==> config.mk <==
export PLATFORM = sky130hd
export DESIGN_NAME = rbas_reg_bank
export DESIGN_NICKNAME = d
export VERILOG_FILES = /design/src/rbas_pkg.sv /design/src/rbas_srst_if.sv /design/src/rbas_srst_seq.sv /design/src/rbas_reg_bank.sv
export SDC_FILE = /design/constraint.sdc
export NUM_CORES = 1
export LEC_CHECK = 0
export ABC_AREA = 0
export BUFFER_PORTS_ARGS = -buffer_cell sky130_fd_sc_hd__buf_2
export CAP_MARGIN = 5
export CORE_UTILIZATION = 47
export CTS_CLUSTER_SIZE = 10
export DETAILED_ROUTE_END_ITERATION = 8
export PLACE_DENSITY = 0.77
export SYNTH_ARGS = -nofsm -noshare
export SYNTH_HDL_FRONTEND = slang
export SYNTH_SLANG_ARGS = --single-unit
==> constraint.sdc <==
create_clock -name clk -period 2.6 [get_ports clk]
set_clock_uncertainty 0.15 [all_clocks]
set_input_delay 0.52 -clock clk [delete_from_list [all_inputs] [get_ports clk]]
set_output_delay 0.52 -clock clk [all_outputs]
set_load 0.01 [all_outputs]
==> src/rbas_pkg.sv <==
// constants, bit classes and register layout of the management bit bank
package rbas_pkg;

  localparam int NREG = 4;
  localparam int DW   = 16;
  localparam int IDXW = 2;

  typedef enum logic [3:0] {
    CLS_RW, CLS_RO, CLS_WO, CLS_W1C, CLS_WRITE_ANY_CLEAR,
    CLS_RW_WRITE_ANY_CLEAR, CLS_RC, CLS_LATCH_LOW, CLS_LATCH_HIGH,
    CLS_RO_LATCH_HIGH, CLS_SELF_CLEARING, CLS_SELF_SETTING, CLS_RSV
  } rbas_cls_t;

  // register indices
  localparam logic [IDXW-1:0] IDX_CTL = 2'h0;
  localparam logic [IDXW-1:0] IDX_STS = 2'h1;
  localparam logic [IDXW-1:0] IDX_EVT = 2'h2;
  localparam logic [IDXW-1:0] IDX_CNT = 2'h3;

  // control register fields
  localparam int CTL_SRST   = 15;
  localparam int CTL_RW_HI  = 14;
  localparam int CTL_RW_LO  = 12;
  localparam int CTL_IMM    = 11;
  localparam int CTL_ACT    = 10;
  localparam int CTL_WO     = 9;
  localparam int CTL_RSV_HI = 6;

  // status register fields
  localparam int STS_RO_LO     = 8;
  localparam int STS_RSV_LO    = 6;
  localparam int STS_RO_LATCH  = 5;
  localparam int STS_LATCH_HI  = 4;
  localparam int STS_RO        = 3;
  localparam int STS_LATCH_LO  = 2;
  localparam int STS_RWAC      = 1;
  localparam int STS_SELF_SET  = 0;

  // event register fields
  localparam int EVT_W1C_LO = 8;
  localparam int EVT_WAC    = 0;

  // soft reset timing
  localparam real SRST_MAX_S       = 0.5;
  localparam int  CLK_HZ           = 25_000_000;
  localparam int  SRST_MAX_CYC_DEF = int'($floor(SRST_MAX_S * CLK_HZ));
  localparam int  SRST_SETTLE_CYC  = 4;
  localparam int  SRST_CW          = 3;
  localparam int  SRST_AGE_W       = 24;

  function automatic rbas_cls_t cls_of(input int r, input int b);
    rbas_cls_t c;
    c = CLS_RC;
    case (r)
      int'(IDX_CTL): begin
        if (b == CTL_SRST || b == CTL_ACT) c = CLS_SELF_CLEARING;
        else if (b == CTL_WO) c = CLS_WO;
        else if (b <= CTL_RSV_HI) c = CLS_RSV;
        else c = CLS_RW;
      end
      int'(IDX_STS): begin
        if (b >= STS_RO_LO) c = CLS_RO;
        else if (b >= STS_RSV_LO) c = CLS_RSV;
        else if (b == STS_RO_LATCH) c = CLS_RO_LATCH_HIGH;
        else if (b == STS_LATCH_HI) c = CLS_LATCH_HIGH;
        else if (b == STS_RO) c = CLS_RO;
        else if (b == STS_LATCH_LO) c = CLS_LATCH_LOW;
        else if (b == STS_RWAC) c = CLS_RW_WRITE_ANY_CLEAR;
        else c = CLS_SELF_SETTING;
      end
      int'(IDX_EVT): begin
        c = (b >= EVT_W1C_LO) ? CLS_W1C : CLS_WRITE_ANY_CLEAR;
      end
      default: c = CLS_RC;
    endcase
    return c;
  endfunction : cls_of

  function automatic logic [DW-1:0] rst_val(input int r);
    logic [DW-1:0] v;
    v = 16'h0000;
    for (int b = 0; b < DW; b++) v[b] = (cls_of(r, b) == CLS_SELF_SETTING);
    return v;
  endfunction : rst_val

  // bits kept through a software reset (soft_reset_immune)
  function automatic logic [DW-1:0] imm_mask(input int r);
    logic [DW-1:0] v;
    v = 16'h0000;
    if (r == int'(IDX_CTL)) v[CTL_IMM] = 1'b1;
    return v;
  endfunction : imm_mask

  // write-only and reserved bits read as zero
  function automatic logic [DW-1:0] rd_mask(input int r);
    logic [DW-1:0] v;
    v = 16'h0000;
    for (int b = 0; b < DW; b++)
      v[b] = !(cls_of(r, b) inside {CLS_WO, CLS_RSV});
    return v;
  endfunction : rd_mask

endpackage : rbas_pkg

==> src/rbas_srst_if.sv <==
// soft reset request and clear strobe between bank and sequencer
`timescale 1ns/10ps
interface rbas_srst_if;
  logic req;
  logic clr;
  logic busy;
  modport seq  (input req, output clr, output busy);
  modport bank (output req, input clr, input busy);
endinterface : rbas_srst_if

==> src/rbas_srst_seq.sv <==
// soft reset sequencer: settles, then issues one clear strobe
`timescale 1ns/10ps
module rbas_srst_seq import rbas_pkg::*; (
  input  wire logic clk,  // device clock
  input  wire logic ce,   // clock enable
  input  wire logic nrst, // sync reset, active low
  rbas_srst_if.seq  s     // request in, clear out
);
  logic               busy_ff;
  logic               clr_ff;
  logic [SRST_CW-1:0] cnt_ff;

  localparam logic [SRST_CW-1:0] SETTLE_LAST = SRST_CW'(SRST_SETTLE_CYC - 1);

  always_ff @(posedge clk) begin
    if (!nrst) begin
      busy_ff <= 1'b0;
    end else if (ce) begin
      if (clr_ff) busy_ff <= 1'b0;
      else if (s.req) busy_ff <= 1'b1;
    end
  end

  always_ff @(posedge clk) begin
    if (!nrst) begin
      cnt_ff <= '0;
    end else if (ce) begin
      if (busy_ff && !clr_ff) cnt_ff <= cnt_ff + SRST_CW'(1);
      else cnt_ff <= '0;
    end
  end

  // one strobe per request; the bank drops req with that same strobe
  always_ff @(posedge clk) begin
    if (!nrst) begin
      clr_ff <= 1'b0;
    end else if (ce) begin
      clr_ff <= busy_ff && !clr_ff && (cnt_ff == SETTLE_LAST);
    end
  end

  assign s.clr  = clr_ff;
  assign s.busy = busy_ff;

endmodule : rbas_srst_seq

==> src/rbas_reg_bank.sv <==
// management register bank applying per-bit access classes
// Notes on behaviour
// RL1 - read-only bits ignore writes; reads show the current value
// RL2 - write-only bits take writes; reads return nothing meaningful
// RL3 - write-one-to-clear: a one clears the bit, a zero leaves it
// RL4 - write_any_clear: any write to the register clears the bit
// RL5 - read-to-clear: read returns content, clears after, writes ignored
// RL6 - latch_low bit is released by reading its register
// RL7 - latch_high bit is released by reading its register
// RL8 - self_clearing bit set by one, drops after its action; zero ignored
// RL9 - self-setting bit cleared by zero, returns to one; one ignored
// RL10 - read_only_latch_high bit sets on condition, holds until read
// RL11 - after the read it follows the condition still present
// RL12 - unread latched bit ignores changes of its condition
// RL13 - soft_reset_immune bits survive a software reset
// RL14 - host writes zero to reserved bits
// RL15 - host does not trust reserved bits on read
// RL16 - read-write bit stores the write and reads back the setting
// RL17 - read plus write_any_clear: reads value, any write clears
// RL18 - software reset returns all non-immune bits to their reset values within half a second
// RL19 - latch_low bit drops on failure, holds until read, then follows
`timescale 1ns/10ps
module rbas_reg_bank import rbas_pkg::*; #(
  parameter int SRST_MAX_CYC = SRST_MAX_CYC_DEF // soft reset deadline
) (
  input  wire logic            clk,        // device clock, 25 MHz
  input  wire logic            ce,         // clock enable, freezes all
  input  wire logic            nrst,       // sync reset, active low
  input  wire logic            acc_rd,     // read strobe
  input  wire logic            acc_wr,     // write strobe
  input  wire logic [IDXW-1:0] acc_idx,    // register index
  input  wire logic [DW-1:0]   acc_wdata,  // write data
  output logic      [DW-1:0]   acc_rdata,  // read data, registered
  output logic                 acc_rvalid, // read data valid pulse
  input  wire logic [DW-1:0]   hw_sts,     // live status conditions
  input  wire logic [DW-1:0]   hw_evt,     // event set pulses
  input  wire logic [DW-1:0]   hw_cnt,     // read-clear set pulses
  output logic      [DW-1:0]   ctl_q,      // control register value
  output logic                 act_pulse,  // self-clearing action
  output logic                 srst_busy   // soft reset in progress
);
  logic [DW-1:0] reg_ff [NREG];
  logic [DW-1:0] nxt_reg [NREG];
  logic [DW-1:0] cond [NREG];
  logic [DW-1:0] rdata_ff;
  logic          rvalid_ff;
  logic          rd_ok;
  logic          wr_ok;

  rbas_srst_if srst ();

  rbas_srst_seq u_seq (
    .clk  (clk),
    .ce   (ce),
    .nrst (nrst),
    .s    (srst.seq)
  );

  // a read and a write in one cycle is refused as a whole
  assign rd_ok = acc_rd && !acc_wr;
  assign wr_ok = acc_wr && !acc_rd;

  assign cond[IDX_CTL] = 16'h0000;
  assign cond[IDX_STS] = hw_sts;
  assign cond[IDX_EVT] = hw_evt;
  assign cond[IDX_CNT] = hw_cnt;

  assign srst.req = reg_ff[IDX_CTL][CTL_SRST];

  // next value of one bit; hardware set beats a read or write clear
  function automatic logic bit_nxt(
    input rbas_cls_t c,
    input logic      q,
    input logic      rd,
    input logic      wr,
    input logic      wd,
    input logic      hw,
    input logic      hold
  );
    logic n;
    n = q;
    unique case (c)
      CLS_RW:                 n = wr ? wd : q;         // RL16
      CLS_RO:                 n = hw;                  // RL1
      CLS_WO:                 n = wr ? wd : q;         // RL2
      CLS_W1C:                n = hw | (q & ~(wr & wd)); // RL3
      CLS_WRITE_ANY_CLEAR:    n = hw | (q & ~wr);      // RL4
      CLS_RW_WRITE_ANY_CLEAR: n = hw | (q & ~wr);      // RL17
      CLS_RC:                 n = hw | (q & ~rd);      // RL5
      CLS_LATCH_LOW:          n = hw & (q | rd);       // RL6 RL19
      CLS_LATCH_HIGH:         n = hw | (q & ~rd);      // RL7
      CLS_RO_LATCH_HIGH:      n = hw | (q & ~rd);      // RL10 RL11 RL12
      CLS_SELF_CLEARING:      n = (wr & wd) | (q & hold); // RL8
      CLS_SELF_SETTING:       n = ~(wr & ~wd);         // RL9
      CLS_RSV:                n = 1'b0;                // RL14
      default:                n = 1'b0;
    endcase
    return n;
  endfunction : bit_nxt

  always_comb begin
    for (int r = 0; r < NREG; r++) begin
      for (int b = 0; b < DW; b++) begin
        nxt_reg[r][b] = bit_nxt(cls_of(r, b), reg_ff[r][b],
                                rd_ok && (acc_idx == IDXW'(r)),
                                wr_ok && (acc_idx == IDXW'(r)),
                                acc_wdata[b], cond[r][b],
                                (r == int'(IDX_CTL)) && (b == CTL_SRST));
      end
      // soft reset keeps immune bits, reloads the rest
      if (srst.clr) begin
        nxt_reg[r] = (reg_ff[r] & imm_mask(r))
                   | (rst_val(r) & ~imm_mask(r)); // RL13 RL18
      end
    end
  end

  always_ff @(posedge clk) begin
    if (!nrst) begin
      for (int r = 0; r < NREG; r++) reg_ff[r] <= rst_val(r);
    end else if (ce) begin
      for (int r = 0; r < NREG; r++) reg_ff[r] <= nxt_reg[r];
    end
  end

  // read captures the pre-clear content in the edge that clears it
  always_ff @(posedge clk) begin
    if (!nrst) begin
      rdata_ff <= 16'h0000;
    end else if (ce && rd_ok) begin
      rdata_ff <= reg_ff[acc_idx] & rd_mask(int'(acc_idx)); // RL5 RL15
    end
  end

  always_ff @(posedge clk) begin
    if (!nrst) begin
      rvalid_ff <= 1'b0;
    end else if (ce) begin
      rvalid_ff <= rd_ok;
    end
  end

  assign acc_rdata  = rdata_ff;
  assign acc_rvalid = rvalid_ff;
  assign ctl_q      = reg_ff[IDX_CTL];
  assign act_pulse  = reg_ff[IDX_CTL][CTL_ACT];
  assign srst_busy  = srst.busy;

  // ---- checks ----
  logic                  quiet;
  logic                  wr_ctl;
  logic                  wr_sts;
  logic                  wr_evt;
  logic                  wr_cnt;
  logic                  rd_sts;
  logic                  rd_cnt;
  logic                  rd_ctl;
  logic [SRST_AGE_W-1:0] srst_age_ff;

  assign quiet  = ce && !srst.clr;
  assign wr_ctl = wr_ok && (acc_idx == IDX_CTL);
  assign wr_sts = wr_ok && (acc_idx == IDX_STS);
  assign wr_evt = wr_ok && (acc_idx == IDX_EVT);
  assign wr_cnt = wr_ok && (acc_idx == IDX_CNT);
  assign rd_sts = rd_ok && (acc_idx == IDX_STS);
  assign rd_cnt = rd_ok && (acc_idx == IDX_CNT);
  assign rd_ctl = rd_ok && (acc_idx == IDX_CTL);

  always_ff @(posedge clk) begin
    if (!nrst) begin
      srst_age_ff <= '0;
    end else if (ce) begin
      srst_age_ff <= srst.req ? srst_age_ff + SRST_AGE_W'(1) : '0;
    end
  end
endmodule : rbas_reg_bank

==> results.md, run 1 <==
- The flow ran to the end, and the final reports show no timing, DRC or antenna violations.
- During synthesis, Yosys emitted a total of 0 warnings.
- After detailed routing, the wire length on met1 is 3390 um.
- Buffers inserted to repair hold after CTS numbered 0.
- Among all flip-flop cells after synthesis, the most frequent one is sky130_fd_sc_hd__edfxtp_1.
- VDD sags by at most 0.000400 V.
- Sorting the synthesized cells by how often they occur yields sky130_fd_sc_hd__edfxtp_1, sky130_fd_sc_hd__a21oi_1, sky130_fd_sc_hd__nor2_1.
- At the placement stage, the worst setup path has a slack of 0.366 ns.
- The CTS buffer count is 9.
- The total instance count after detailed placement is 482.
- The startpoint identified for the worst hold timing path is acc_wdata[0].
- The adder-cell share of the synthesized area is 3.14%.
- The measured slew at the worst slew-check pin is 0.631 ns.
- The post-synthesis share of cell area spent on and, or, nand and nor gates is 10.7%.
- The reg-to-reg startpoint is u_seq.s.clr$_SDFFE_PN0P_.
- The initial utilization of the core area, before any placement, comes to 48.9%.
- The number of max-slew violations in the final report was 0.
- In this run the cell area of the synthesized design comes to 3580 um^2.
- The finished layout holds 498 standard cells, fillers aside.
- The clock tree from TritonCTS is done.
- Tracing the worst setup path back leads to its startpoint at acc_idx[1].
- The clock passes through at most 2 buffers.
- In the final design database the tool counted 474 nets.
- Counting the fill cells in the layout gives 626.
- The routability congestion estimate from global placement is 0.759.
- The global-route wire length before repair is 12,500 um.
- The dominant combinational cell family by area after synthesis is compound AO/OA/AOI/OAI gates.
- The number of resized instances in the post-cts repair step is 0.
- The area growth from synthesis to layout is 20.0%.
- For the worst setup path, the data required time is 2.47 ns.
- The capturing element type of the critical path is a register.
- The share of synthesized area in the top cell type comes to 46.1%.
- Global routing used 22.0% of the available tracks across all layers.
- For this block, the initial DRC count from the detailed router was 148.
- The largest individual stage delay along the critical path comes from the cell sky130_fd_sc_hd__o21a_1.
- The wire length on met3 is 647 um.
- Entering global routing, the biggest net connects 25 pins.
- The final-report hold violation count is 0.
- The per-cell routed wire length is 15.9 um.
- Summed over all layers, the routed wires come to 7940 um.
- The clock root buffer master is sky130_fd_sc_hd__clkbuf_8.
- The die covers 7980 um^2.
- The setup path with the least slack is of type input port to register.
- The worst pin sits at a relative slew slack of 57.9%.
- After detailed routing, the number of remaining DRC violations is 0.
- From left edge to right edge, the die measures 89.3 um.
- The initialized floorplan defines 31 standard-cell rows.
- The clock transition time at the flip-flop clock pins of the worst setup and hold paths is 0.07 ns.
- The cell count after synthesis came out at 303.
- The leakage power total is 0.00190 uW.
- The achievable clock frequency is 538 MHz.
- The peak per-stage delay on the critical path is 0.31 ns.
- The synthesized flop and latch total is 77.
- Global routing finished with a remaining overflow of 0.
- The number of setup buffers added after CTS is 0.
- Using the TritonRoute via totals, the vias-per-cell ratio works out to 5.17.
- The top cell type by total area after synthesis is sky130_fd_sc_hd__edfxtp_1.
- Traced cell by cell, the critical path runs through buf_2, inv_1, ha_1, and3b_1, o21a_1.
- The number of buffers and inverters on the critical path is 2.
- Yosys attributes the largest share of cell area to sky130_fd_sc_hd__edfxtp_1, sky130_fd_sc_hd__dfxtp_1, sky130_fd_sc_hd__a21oi_1, sky130_fd_sc_hd__mux4_2, sky130_fd_sc_hd__nor2_1.
- The complex-gate fraction of the synthesized area is 13.3%.
- The most common cell in the synthesized netlist is sky130_fd_sc_hd__edfxtp_1.
- After detailed routing, no signal wire sits above met4.
- Multiplexer cells account for 7.47% of the synthesized area.
- For this block, the via count after detailed routing is 2,574.
- The clock reaches the later pin of the worst-skew pair after 0.35 ns.
- Of the cells placed in the final design, the portion with a size suffix greater than 1 is 33.1%.
- The setup TNS is 0 ns.
- Setup violations remaining at the end of the flow were counted as 0.
- Synthesis instantiated 38 different standard cells from the library.
- Summing the areas of all xor and xnor instances in the mapped netlist gives 0% of the synthesized area.
- Summing the sequential cell areas from Yosys gives 58.4% of the chip area.
- After detailed routing, the met2 layer carries 3810 um of wire.
- Summed over all nets, the half-perimeter wirelength after detailed placement is 5530 um.
- The largest fanout of any net on the critical path is 11.
- The die outline height is 89.3 um.
- The antenna diode instance count is 0.
- The count of max-cap constraint violations is 0.
- The power per cell area is 620 nW/um^2.
- The number of antenna violations at the first check in global routing is 0.
- The number of detailed-route iterations in the first pass is 4.
- The number of flops mapped to enable cells by yosys is 55.
- In this run the worst hold path is classified as input port to register.
- The depth of the CTS H-tree is 3.
- In the post-route analysis, the smallest setup slack over all paths is 0.741 ns.
- The floorplan step defined a core boundary enclosing 7330 um^2.
- The boundary pin count is 106.
- The startpoint type of the worst setup path is an input port.
- Subtracting the final worst setup slack from the clock period gives 1.86 ns.
- After layout, the worst path uses 71.5% of the clock period.
- The number of sinks on the clock net is 77.
- Broken down by cell family, the worst path's largest delay share belongs to buffers and inverters.
- Each instance of the synthesized netlist takes up on average 11.8 um^2.
- Setup repair after global routing left no endpoint under its margin.
- The number of buffers inserted by port buffering is 89.
- The worst path arrival time is 1.73 ns.
- In the synthesized netlist the async set-or-reset flop fraction comes to 0%.
- The via count of the first global-routing pass was 2,490.
- In this run the remaining antenna-violating nets after routing total 0.
registers in the layout, summed over array words and instances (netlist names):
register / cells
acc_rvalid: 1
u_seq.s.clr: 1
acc_rdata: 16
u_seq.s.busy: 1
reg_ff: 55
u_seq.cnt_ff: 3
where the power goes:
group | switching, uW | leakage (uW) | internal, uW
registers | 37.1 | 0.000770 | 1400
logic | 157 | 0.00102 | 134
clock network | 444 | 0.000110 | 498
total | 638 | 0.00190 | 2030
area by class of cell:
type | count | area, um^2 | area share [%]
Clock buffer | 11 | 151 | 3.52
Clock inverter | 5 | 57.6 | 1.34
Inverter | 23 | 90.1 | 2.09
Multi-Input combinational cell | 184 | 1260 | 29.4
Sequential cell | 77 | 2090 | 48.6
Tap cell | 99 | 124 | 2.88
Timing Repair Buffer | 99 | 520 | 12.1
kinds of logic (layout without fill, tap and decap cells):
logic type                 after synthesis  count (layout)
AOI/OAI and AO/OA                       77              77
adders and majority gates                9               9
buffers and inverters                   48             138
DFF                                     77              77
muxes                                   16              16
other                                    1               7
and+or+nand+nor                         75              75
per-layer routing:
layer  track usage, %  up-vias
met4             8.37        0
li1                 -     1260
met3             6.46       10
met1             27.7     1200
met2             36.1      104
met5                0        -
layout by cell type (no fill, tap or decap), types with 3 or more instances in the layout:
master | netlist | routed
sky130_fd_sc_hd__conb_1 | 1 | 7
sky130_fd_sc_hd__nor2_1 | 37 | 37
sky130_fd_sc_hd__nand2_1 | 6 | 6
sky130_fd_sc_hd__and2_1 | 11 | 11
sky130_fd_sc_hd__mux2_2 | 6 | 6
sky130_fd_sc_hd__nand3b_1 | 4 | 4
sky130_fd_sc_hd__nand2b_1 | 3 | 3
sky130_fd_sc_hd__nand3_1 | 3 | 3
sky130_fd_sc_hd__buf_2 | 11 | 89
sky130_fd_sc_hd__a22oi_1 | 6 | 6
sky130_fd_sc_hd__ha_1 | 9 | 9
sky130_fd_sc_hd__o21ai_0 | 10 | 10
sky130_fd_sc_hd__a22o_1 | 9 | 9
sky130_fd_sc_hd__inv_1 | 23 | 22
sky130_fd_sc_hd__clkbuf_8 | 0 | 11
sky130_fd_sc_hd__mux4_2 | 8 | 8
sky130_fd_sc_hd__o2bb2ai_1 | 6 | 6
sky130_fd_sc_hd__edfxtp_1 | 55 | 55
sky130_fd_sc_hd__buf_4 | 11 | 10
sky130_fd_sc_hd__dfxtp_1 | 22 | 22
sky130_fd_sc_hd__a21oi_1 | 40 | 40
path summary, 6_finish.rpt:
kind	endpoint	slack, ns	depth (start not counted)
worst max register to register	reg_ff[1][0]$_SDFFCE_PP1P_	0.95	4
worst min-delay path	reg_ff[1][0]$_SDFFCE_PP1P_	0.29	2
worst max-delay path	reg_ff[0][7]$_SDFFCE_PP0P_	0.74	5
worst min register to register	acc_rdata[4]$_SDFFE_PN0P_	0.31	1
metrics by stage:
step / power, uW / hold WS, ns / area, um^2 / util, %
after floorplan: 1640 / 0.295 / 3610 / -
after global placement: 1740 / 0.292 / 4090 / 55.8
after detailed placement: 1760 / 0.295 / 4090 / 55.8
after CTS: 2680 / 0.274 / 4300 / 58.7
after global routing: 2780 / 0.275 / 4300 / 58.7
final: 2670 / 0.287 / 4300 / 58.7
worst register-to-register path, delay by kind of cell (launching register included):
| kind | cells | cell delay (ns) |
|---|---|---|
| AND/OR/NAND/NOR | 3 | 0.70 |
| flip-flops | 1 | 0.33 |
| buffers and inverters | 1 | 0.22 |
Power figures use the tool's default switching activity.
==> run 2, diff against run 1 <==
Settings changed: CORE_UTILIZATION 47 to 52, PLACE_DENSITY 0.77 to 0.8.
Clock period 2.6 ns to 1.9 ns, I/O delays scaled along.
==> results.md, run 2 (synthesized netlist as in run 1, its figures left out) <==
- The leakage power total is 0.00194 uW (+1.9%).
- The worst slack on hold paths was 0.148 ns (-0.139 ns).
- The final-report hold violation count was 0 (unchanged).
- The area of the die is 7230 um^2 (-9.4%).
- Counting I/O delays and the setup requirement, the final critical path takes 1.55 ns.
- The smallest setup slack after layout is 0.348 ns (-0.393 ns).
- The clock latency of the later-clocked register in the worst-skew pair was 0.35 ns (about the same).
- The path category of the worst min-delay check is input port to register.
- The number of vias per cell came to 5.42 (+4.9%).
- The final antenna-violating net count is 0 (unchanged).
- The number of sinks on the clock net is 77 (unchanged).
- The largest net degree at the start of global routing was 26 (+4.0%).
- The total instance count after detailed placement is 468 (-2.9%).
- The filler-free cell count of the finished design came to 484 (-2.8%).
- Setup repair after global routing left no endpoint under its margin.
- The share of cells above drive strength 1 was 34.4% (+1.3 points).
- The cell row count was 29 (-6.5%).
- The required time reported for the critical path endpoint is 1.84 ns (-0.63 ns).
- From synthesis to final layout, the design area changed by 21.2%.
- The endpoint identified for the worst register-to-register timing path is reg_ff[3][0]$_SDFFCE_PP0P_.
- The overall fraction of global-route tracks in use was 23.8% (+1.7 points).
- The number of max-slew violations in the final report is 0 (unchanged).
- The maximum count of clock buffers along a single path was 2 (unchanged).
- The achievable clock frequency is 644 MHz.
- STA classifies the critical path startpoint as a register.
- The run finished with clean final reports.
- The power per cell area was 842 nW/um^2 (+36%).
- The largest vdd supply drop is 0.000562 V (+40%).
- The area of the core region was 6490 um^2 (-11%).
- The total of endpoints with negative setup slack in the final report is 0 (unchanged).
- The number of detailed-route iterations in the first pass is 4 (unchanged).
- The width of the die is 85.0 um (-4.8%).
- The per-cell routed wire length is 16.6 um (+4.4%).
- The routability congestion estimate from global placement is 0.763 (+0.55%).
- The via count is 2,625 (+2.0%).
- The count of max-cap constraint violations is 0 (unchanged).
- The most common library cell in the layout ignoring fill and taps is sky130_fd_sc_hd__buf_2.
- The clock transition time at the flip-flop clock pins of the worst setup and hold paths is 0.08 ns (about the same).
- The estimated wirelength of the detail-placed design was 5810 um (+5.0%).
- The period utilization is 81.7%.
- The antenna diode instance count is 0 (unchanged).
- The clock tree from TritonCTS is done.
- The largest fanout of any net on the critical path is 20 (+9).
- The net count reported at finish is 482 (+1.7%).
- The worst path arrival time came to 1.49 ns (-0.24 ns).
- The library cells used most frequently in the layout, excluding fill and tap cells, are sky130_fd_sc_hd__buf_2, sky130_fd_sc_hd__edfxtp_1, sky130_fd_sc_hd__a21oi_1.
- The depth of the CTS H-tree is 3 (unchanged).
- CTS placed an instance of sky130_fd_sc_hd__clkbuf_8 at the clock tree root.
- The number of cells on the worst reg-to-reg path is 4 (unchanged).
- The setup slack of the worst register-to-register path is 0.35 ns (-0.60 ns).
- The number of flip-flops in the largest register is 55 (unchanged).
- The top register by number of flip-flops is reg_ff.
- The critical path ends at reg_ff[3][0]$_SDFFCE_PP0P_.
- The via count of the first global-routing pass is 2,680 (+7.6%).
- The setup slack at placement was 0.108 ns (-0.257 ns).
- The first-iteration detailed-routing DRC count is 199 (+34%).
- The utilization after layout is 66.9% (+8.2 points).
- The number of setup buffers added after CTS is 0 (unchanged).
- The post-route DRC violation count is 0 (unchanged).
- The total grt overflow is 0 (unchanged).
- The number of resized instances in the post-cts repair step was 0 (unchanged).
- The die outline height was 85.0 um (-4.8%).
- The final design area excluding fillers is 4340 um^2 (+1.0%).
- The number of buffers inserted by port buffering is 89 (unchanged).
- STA classifies the critical path endpoint as a register.
- The effective utilization at floorplan is 55.2% (+6.3 points).
- The reg-to-reg startpoint is u_seq.s.clr$_SDFFE_PN0P_.
- The cell area after placement is 4140 um^2 (+1.2%).
- The routed wire length is 8060 um (+1.5%).
- The number of antenna violations at the first check in global routing is 0 (unchanged).
- The boundary pin count was 106 (unchanged).
- By startpoint and endpoint, the worst setup path is classified as register to register.
- The most critical setup path has its startpoint at u_seq.s.clr$_SDFFE_PN0P_.
- The worst min-delay path startpoint is hw_sts[10].
- The CTS buffer count is 9 (unchanged).
- The global-route wire length before repair was 12,900 um (+3.1%).
- The count of hold-fix buffers inserted at cts was 0 (unchanged).
run 2: routing by layer:
metal | track usage (%) | vias to the layer above | wire length (um)
met5 | 0 | - | 0
met4 | 8.01 | 0 | 139
met3 | 5.93 | 13 | 433
met2 | 38.9 | 83 | 3990
met1 | 31.1 | 1255 | 3500
li1 | - | 1274 | -
run 2: cell type report:
type,instances,area [um^2]
Fill cell,518,2150
Sequential cell,77,2090
Multi-Input combinational cell,184,1280
Timing Repair Buffer,107,581
Clock buffer,13,159
Tap cell,77,96.3
Inverter,23,90.1
Clock inverter,3,46.3
run 2: stage by stage:
stage                     setup TNS (ns)  total power, uW
after floorplan                   -0.851             2260
after global placement                 0             2400
after detailed placement               0             2420
after CTS                              0             3660
after global routing                   0             3780
final                                  0             3660
run 2: worst max-delay path, cell delays in order (launching register included):
cell	delay (ns)
sky130_fd_sc_hd__dfxtp_1	0.37
sky130_fd_sc_hd__and2b_1	0.23
sky130_fd_sc_hd__nand2_1	0.18
sky130_fd_sc_hd__buf_4	0.29
sky130_fd_sc_hd__nor2_1	0.08
run 2: where the power goes:
group	switching (uW)	leakage, uW	internal (uW)
combinational	218	0.00107	195
sequential	54.4	0.000770	1910
clock	591	0.0000998	683
total	863	0.00194	2790
run 2: how the worst min path moves through the flow:
stage	endpoint	slack [ns]	cells after the start
after floorplan	u_seq.s.busy$_SDFFE_PN0P_	0.29	1
after global placement	acc_rdata[2]$_SDFFE_PN0P_	0.30	1
final	reg_ff[1][10]$_SDFFCE_PP0P_	0.15	2
after detailed placement	acc_rdata[0]$_SDFFE_PN0P_	0.30	1
after CTS	reg_ff[1][10]$_SDFFCE_PP0P_	0.14	2
after global routing	reg_ff[1][10]$_SDFFCE_PP0P_	0.15	2
==> run 3, diff against run 2 <==
Settings changed: ABC_AREA 0 to 1, CORE_UTILIZATION 52 to 47, PLACE_DENSITY 0.8 to 0.76.
Clock period 1.9 ns to 1.25 ns, I/O delays scaled along.
==> results.md, run 3 <==
- The net count reported at finish is 661 (+37%).
- The boundary pin count came to 106 (unchanged).
- By area the synthesized netlist is led by sky130_fd_sc_hd__edfxtp_1, sky130_fd_sc_hd__dfxtp_1, sky130_fd_sc_hd__nand2_1, sky130_fd_sc_hd__nor2_1, sky130_fd_sc_hd__a21oi_1.
- The share of cells above drive strength 1 came to 33.6% (-0.78 points).
- The flow ran to the end, but the final reports show violations.
- STA classifies the critical path endpoint as a primary output.
- The final critical-path required period is 1.37 ns.
- The worst setup path is launched from a register.
- The estimated wirelength of the detail-placed design is 7050 um (+21%).
- The routability congestion estimate from global placement is 0.845 (+11%).
- TritonCTS built the clock tree.
- The leakage power total is 0.00248 uW (+28%).
- The top cell type by total area after synthesis is sky130_fd_sc_hd__edfxtp_1.
- The count of max-cap constraint violations was 0 (unchanged).
- Traced cell by cell, the critical path runs through buf_2.
- The sequential-to-total area share from yosys stat is 55.1% (-3.3 points).
- The smallest setup slack after layout was -0.116 ns (-0.464 ns).
- The start-to-end type of the worst setup path is register to primary output.
- The setup slack at placement is -0.363 ns (-0.471 ns).
- The number of max-slew violations in the final report is 0 (unchanged).
- The cell area after placement is 4720 um^2 (+14%).
- The path class of the tightest hold or removal check is input port to register.
- The final antenna-violating net count came to 0 (unchanged).
- The clock transition time at the flip-flop clock pins of the worst setup and hold paths came to 0.09 ns (about the same).
- The checks that failed: negative hold slack, negative setup slack.
- The peak per-stage delay on the critical path is 0.43 ns (+0.06 ns).
- Setup repair after global routing could not meet its margin everywhere.
- The number of detailed-route iterations in the first pass is 5 (+1).
- The proportion of synthesized flip-flops having asynchronous set or reset was 0% (unchanged).
- Static timing analysis puts the maximum clock frequency at 732 MHz.
- The top register by number of flip-flops is reg_ff.
- The synthesized flop and latch total is 77 (unchanged).
- The CTS buffer count is 9 (unchanged).
- The measured slew at the worst slew-check pin is 0.517 ns.
- The clock root buffer master is sky130_fd_sc_hd__clkbuf_8.
- The global-route wire length before repair was 15,800 um (+22%).
- The number of distinct library cells after synthesis came to 24 (-37%).
- The top-area cell type share of the netlist area is 43.5% (-2.6 points).
- The first-iteration detailed-routing DRC count came to 269 (+35%).
- The number of vias per cell is 4.97 (-8.3%).
- The number of sinks on the clock net is 77 (unchanged).
- The number of antenna violations at the first check in global routing was 0 (unchanged).
- The depth of the CTS H-tree is 3 (unchanged).
- The clock latency of the later-clocked register in the worst-skew pair is 0.37 ns (+0.02 ns).
- The number of buffers inserted by port buffering is 89 (unchanged).
- The worst path arrival time came to 0.97 ns (-0.52 ns).
- The post-synthesis area per instance is 8.44 um^2 (-29%).
- The cell row count came to 32 (+10%).
- The top cell types in the final layout, fill and taps aside, are sky130_fd_sc_hd__nand2_1, sky130_fd_sc_hd__buf_2, sky130_fd_sc_hd__nor2_1.
- The number of flops mapped to enable cells by yosys was 55 (unchanged).
- The via count is 3,421 (+30%).
- The area overhead of the layout relative to synthesis is 34.8%.
- The combined area of all synthesized cells came to 3800 um^2 (+5.9%).
- The power per cell area is 1210 nW/um^2 (+44%).
- The count of hold-fix buffers inserted at cts was 0 (unchanged).
- Of the available clock period, the critical path in the final layout requires 109%.
- The die outline height is 91.9 um (+8.1%).
- The required time reported for the critical path endpoint was 0.85 ns (-0.99 ns).
- The gate count of the mapped netlist is 450 (+49%).
- The routed wire length is 10,100 um (+26%).
- The effective utilization at floorplan was 48.9% (-6.3 points).
- The most common library cell in the layout ignoring fill and taps is sky130_fd_sc_hd__nand2_1.
- The antenna diode instance count came to 0 (unchanged).
- Ranked by instance count, the synthesized netlist is headed by sky130_fd_sc_hd__nand2_1, sky130_fd_sc_hd__nor2_1, sky130_fd_sc_hd__inv_1.
- In this run the tightest slew margin relative to its limit is 65.4%.
- The largest net degree at the start of global routing is 31 (+19%).
- The commonest register cell after synthesis is sky130_fd_sc_hd__edfxtp_1.
- The final design area excluding fillers is 5120 um^2 (+18%).
- The area of the core region is 7770 um^2 (+20%).
- The per-cell routed wire length is 14.8 um (-11%).
- The maximum count of clock buffers along a single path is 2 (unchanged).
- The width of the die is 91.9 um (+8.1%).
- The buffer and inverter count on the worst path is 1 (unchanged).
- The total grt overflow is 0 (unchanged).
- The total of endpoints with negative setup slack in the final report is 10 (+10).
- The worst slack on hold paths is -0.00712 ns (-0.155 ns).
- The area of the die was 8440 um^2 (+17%).
- The synthesis warning total is 0 (unchanged).
- The cell with the largest stage delay on the worst path is sky130_fd_sc_hd__edfxtp_1.
- The number of flip-flops in the largest register is 55 (unchanged).
- The final-report hold violation count is 1 (+1).
- The via count of the first global-routing pass is 3,284 (+23%).
- The largest vdd supply drop was 0.000477 V (-15%).
- The largest fanout of any net on the critical path is 2 (-90%).
- The overall fraction of global-route tracks in use is 24.4% (+0.62 points).
- The kind of cell adding the most delay to the critical path is flip-flops.
- The post-route DRC violation count was 0 (unchanged).
- The cell with the most instances after synthesis is sky130_fd_sc_hd__nand2_1.
[run 3: cell count changes in the layout (fill, tap and decap cells not counted), moves of 8 or more]
cell	previous run	this run
sky130_fd_sc_hd__dfxtp_2	0	16
sky130_fd_sc_hd__buf_4	18	41
sky130_fd_sc_hd__and2_1	11	0
sky130_fd_sc_hd__nand2_1	6	89
sky130_fd_sc_hd__a22o_1	9	0
sky130_fd_sc_hd__mux4_2	8	0
sky130_fd_sc_hd__dfxtp_1	22	6
sky130_fd_sc_hd__nand3_1	3	18
sky130_fd_sc_hd__inv_1	22	64
sky130_fd_sc_hd__nor2_1	37	71
[run 3: logic make-up after synthesis]
logic type | Yosys count | share of synthesized area [%]
and+or+nand+nor | 193 | 20.4
AOI/OAI and AO/OA | 76 | 10.6
buffers and inverters | 94 | 10.8
adders and majority gates | 9 | 2.97
other | 1 | 0.0988
DFF | 77 | 55.1
[run 3: what timing repair did]
| item | 4_1_cts | 5_1_grt |
|---|---|---|
| resized for setup | 1 | 21 |
| setup endpoints to repair | 11 | 91 |
| gates cloned | 0 | 1 |
| setup buffers | 6 | 7 |
[run 3: worst min-delay path, delay by kind of cell]
family        cells  cell delay [ns]
buf+inv           1             0.08
simple gates      2             0.08
[run 3: layout make-up]
type / count / area, um^2
Clock buffer: 10 / 128
Multi-Input combinational cell: 286 / 1460
Fill cell: 628 / 2650
Timing Repair Buffer: 137 / 900
Sequential cell: 77 / 2110
Clock inverter: 6 / 111
Tap cell: 102 / 128
Inverter: 70 / 284
[run 3: metrics by stage]
step	util (%)	std cells	power, uW	TNS (ns)
3_3_place_gp	60.8	658	3860	-17.82
6_report	65.9	688	6180	-0.881
4_1_cts	64.4	680	6120	-0.747
5_1_grt	65.9	688	6390	-1.07
3_5_place_dp	60.8	658	3890	-20.13
2_1_floorplan	-	456	3520	-1.87
[run 3: layer usage]
metal  routed length [um]  track usage, %
met5                    0               0
met4                  209            10.4
met3                  591            3.81
met2                 4870            38.6
met1                 4480            33.3
[run 3: report_power, final]
part	internal, uW	leakage (uW)	switching [uW]
Clock	1330	0.000116	944
Sequential	2920	0.000783	105
Combinational	388	0.00158	496
[run 3: final timing paths]
check	start	endpoint	slack, ns	cells after the start
min	acc_wdata[0]	reg_ff[1][0]$_SDFFCE_PP1P_	-0.007	3
max reg2reg	reg_ff[2][8]$_SDFFCE_PP0P_	acc_rdata[8]$_SDFFE_PN0P_	0.05	6
min reg2reg	acc_rdata[4]$_SDFFE_PN0P_	acc_rdata[4]$_SDFFE_PN0P_	0.31	2
max	reg_ff[0][14]$_SDFFCE_PP0P_	ctl_q[14]	-0.12	1
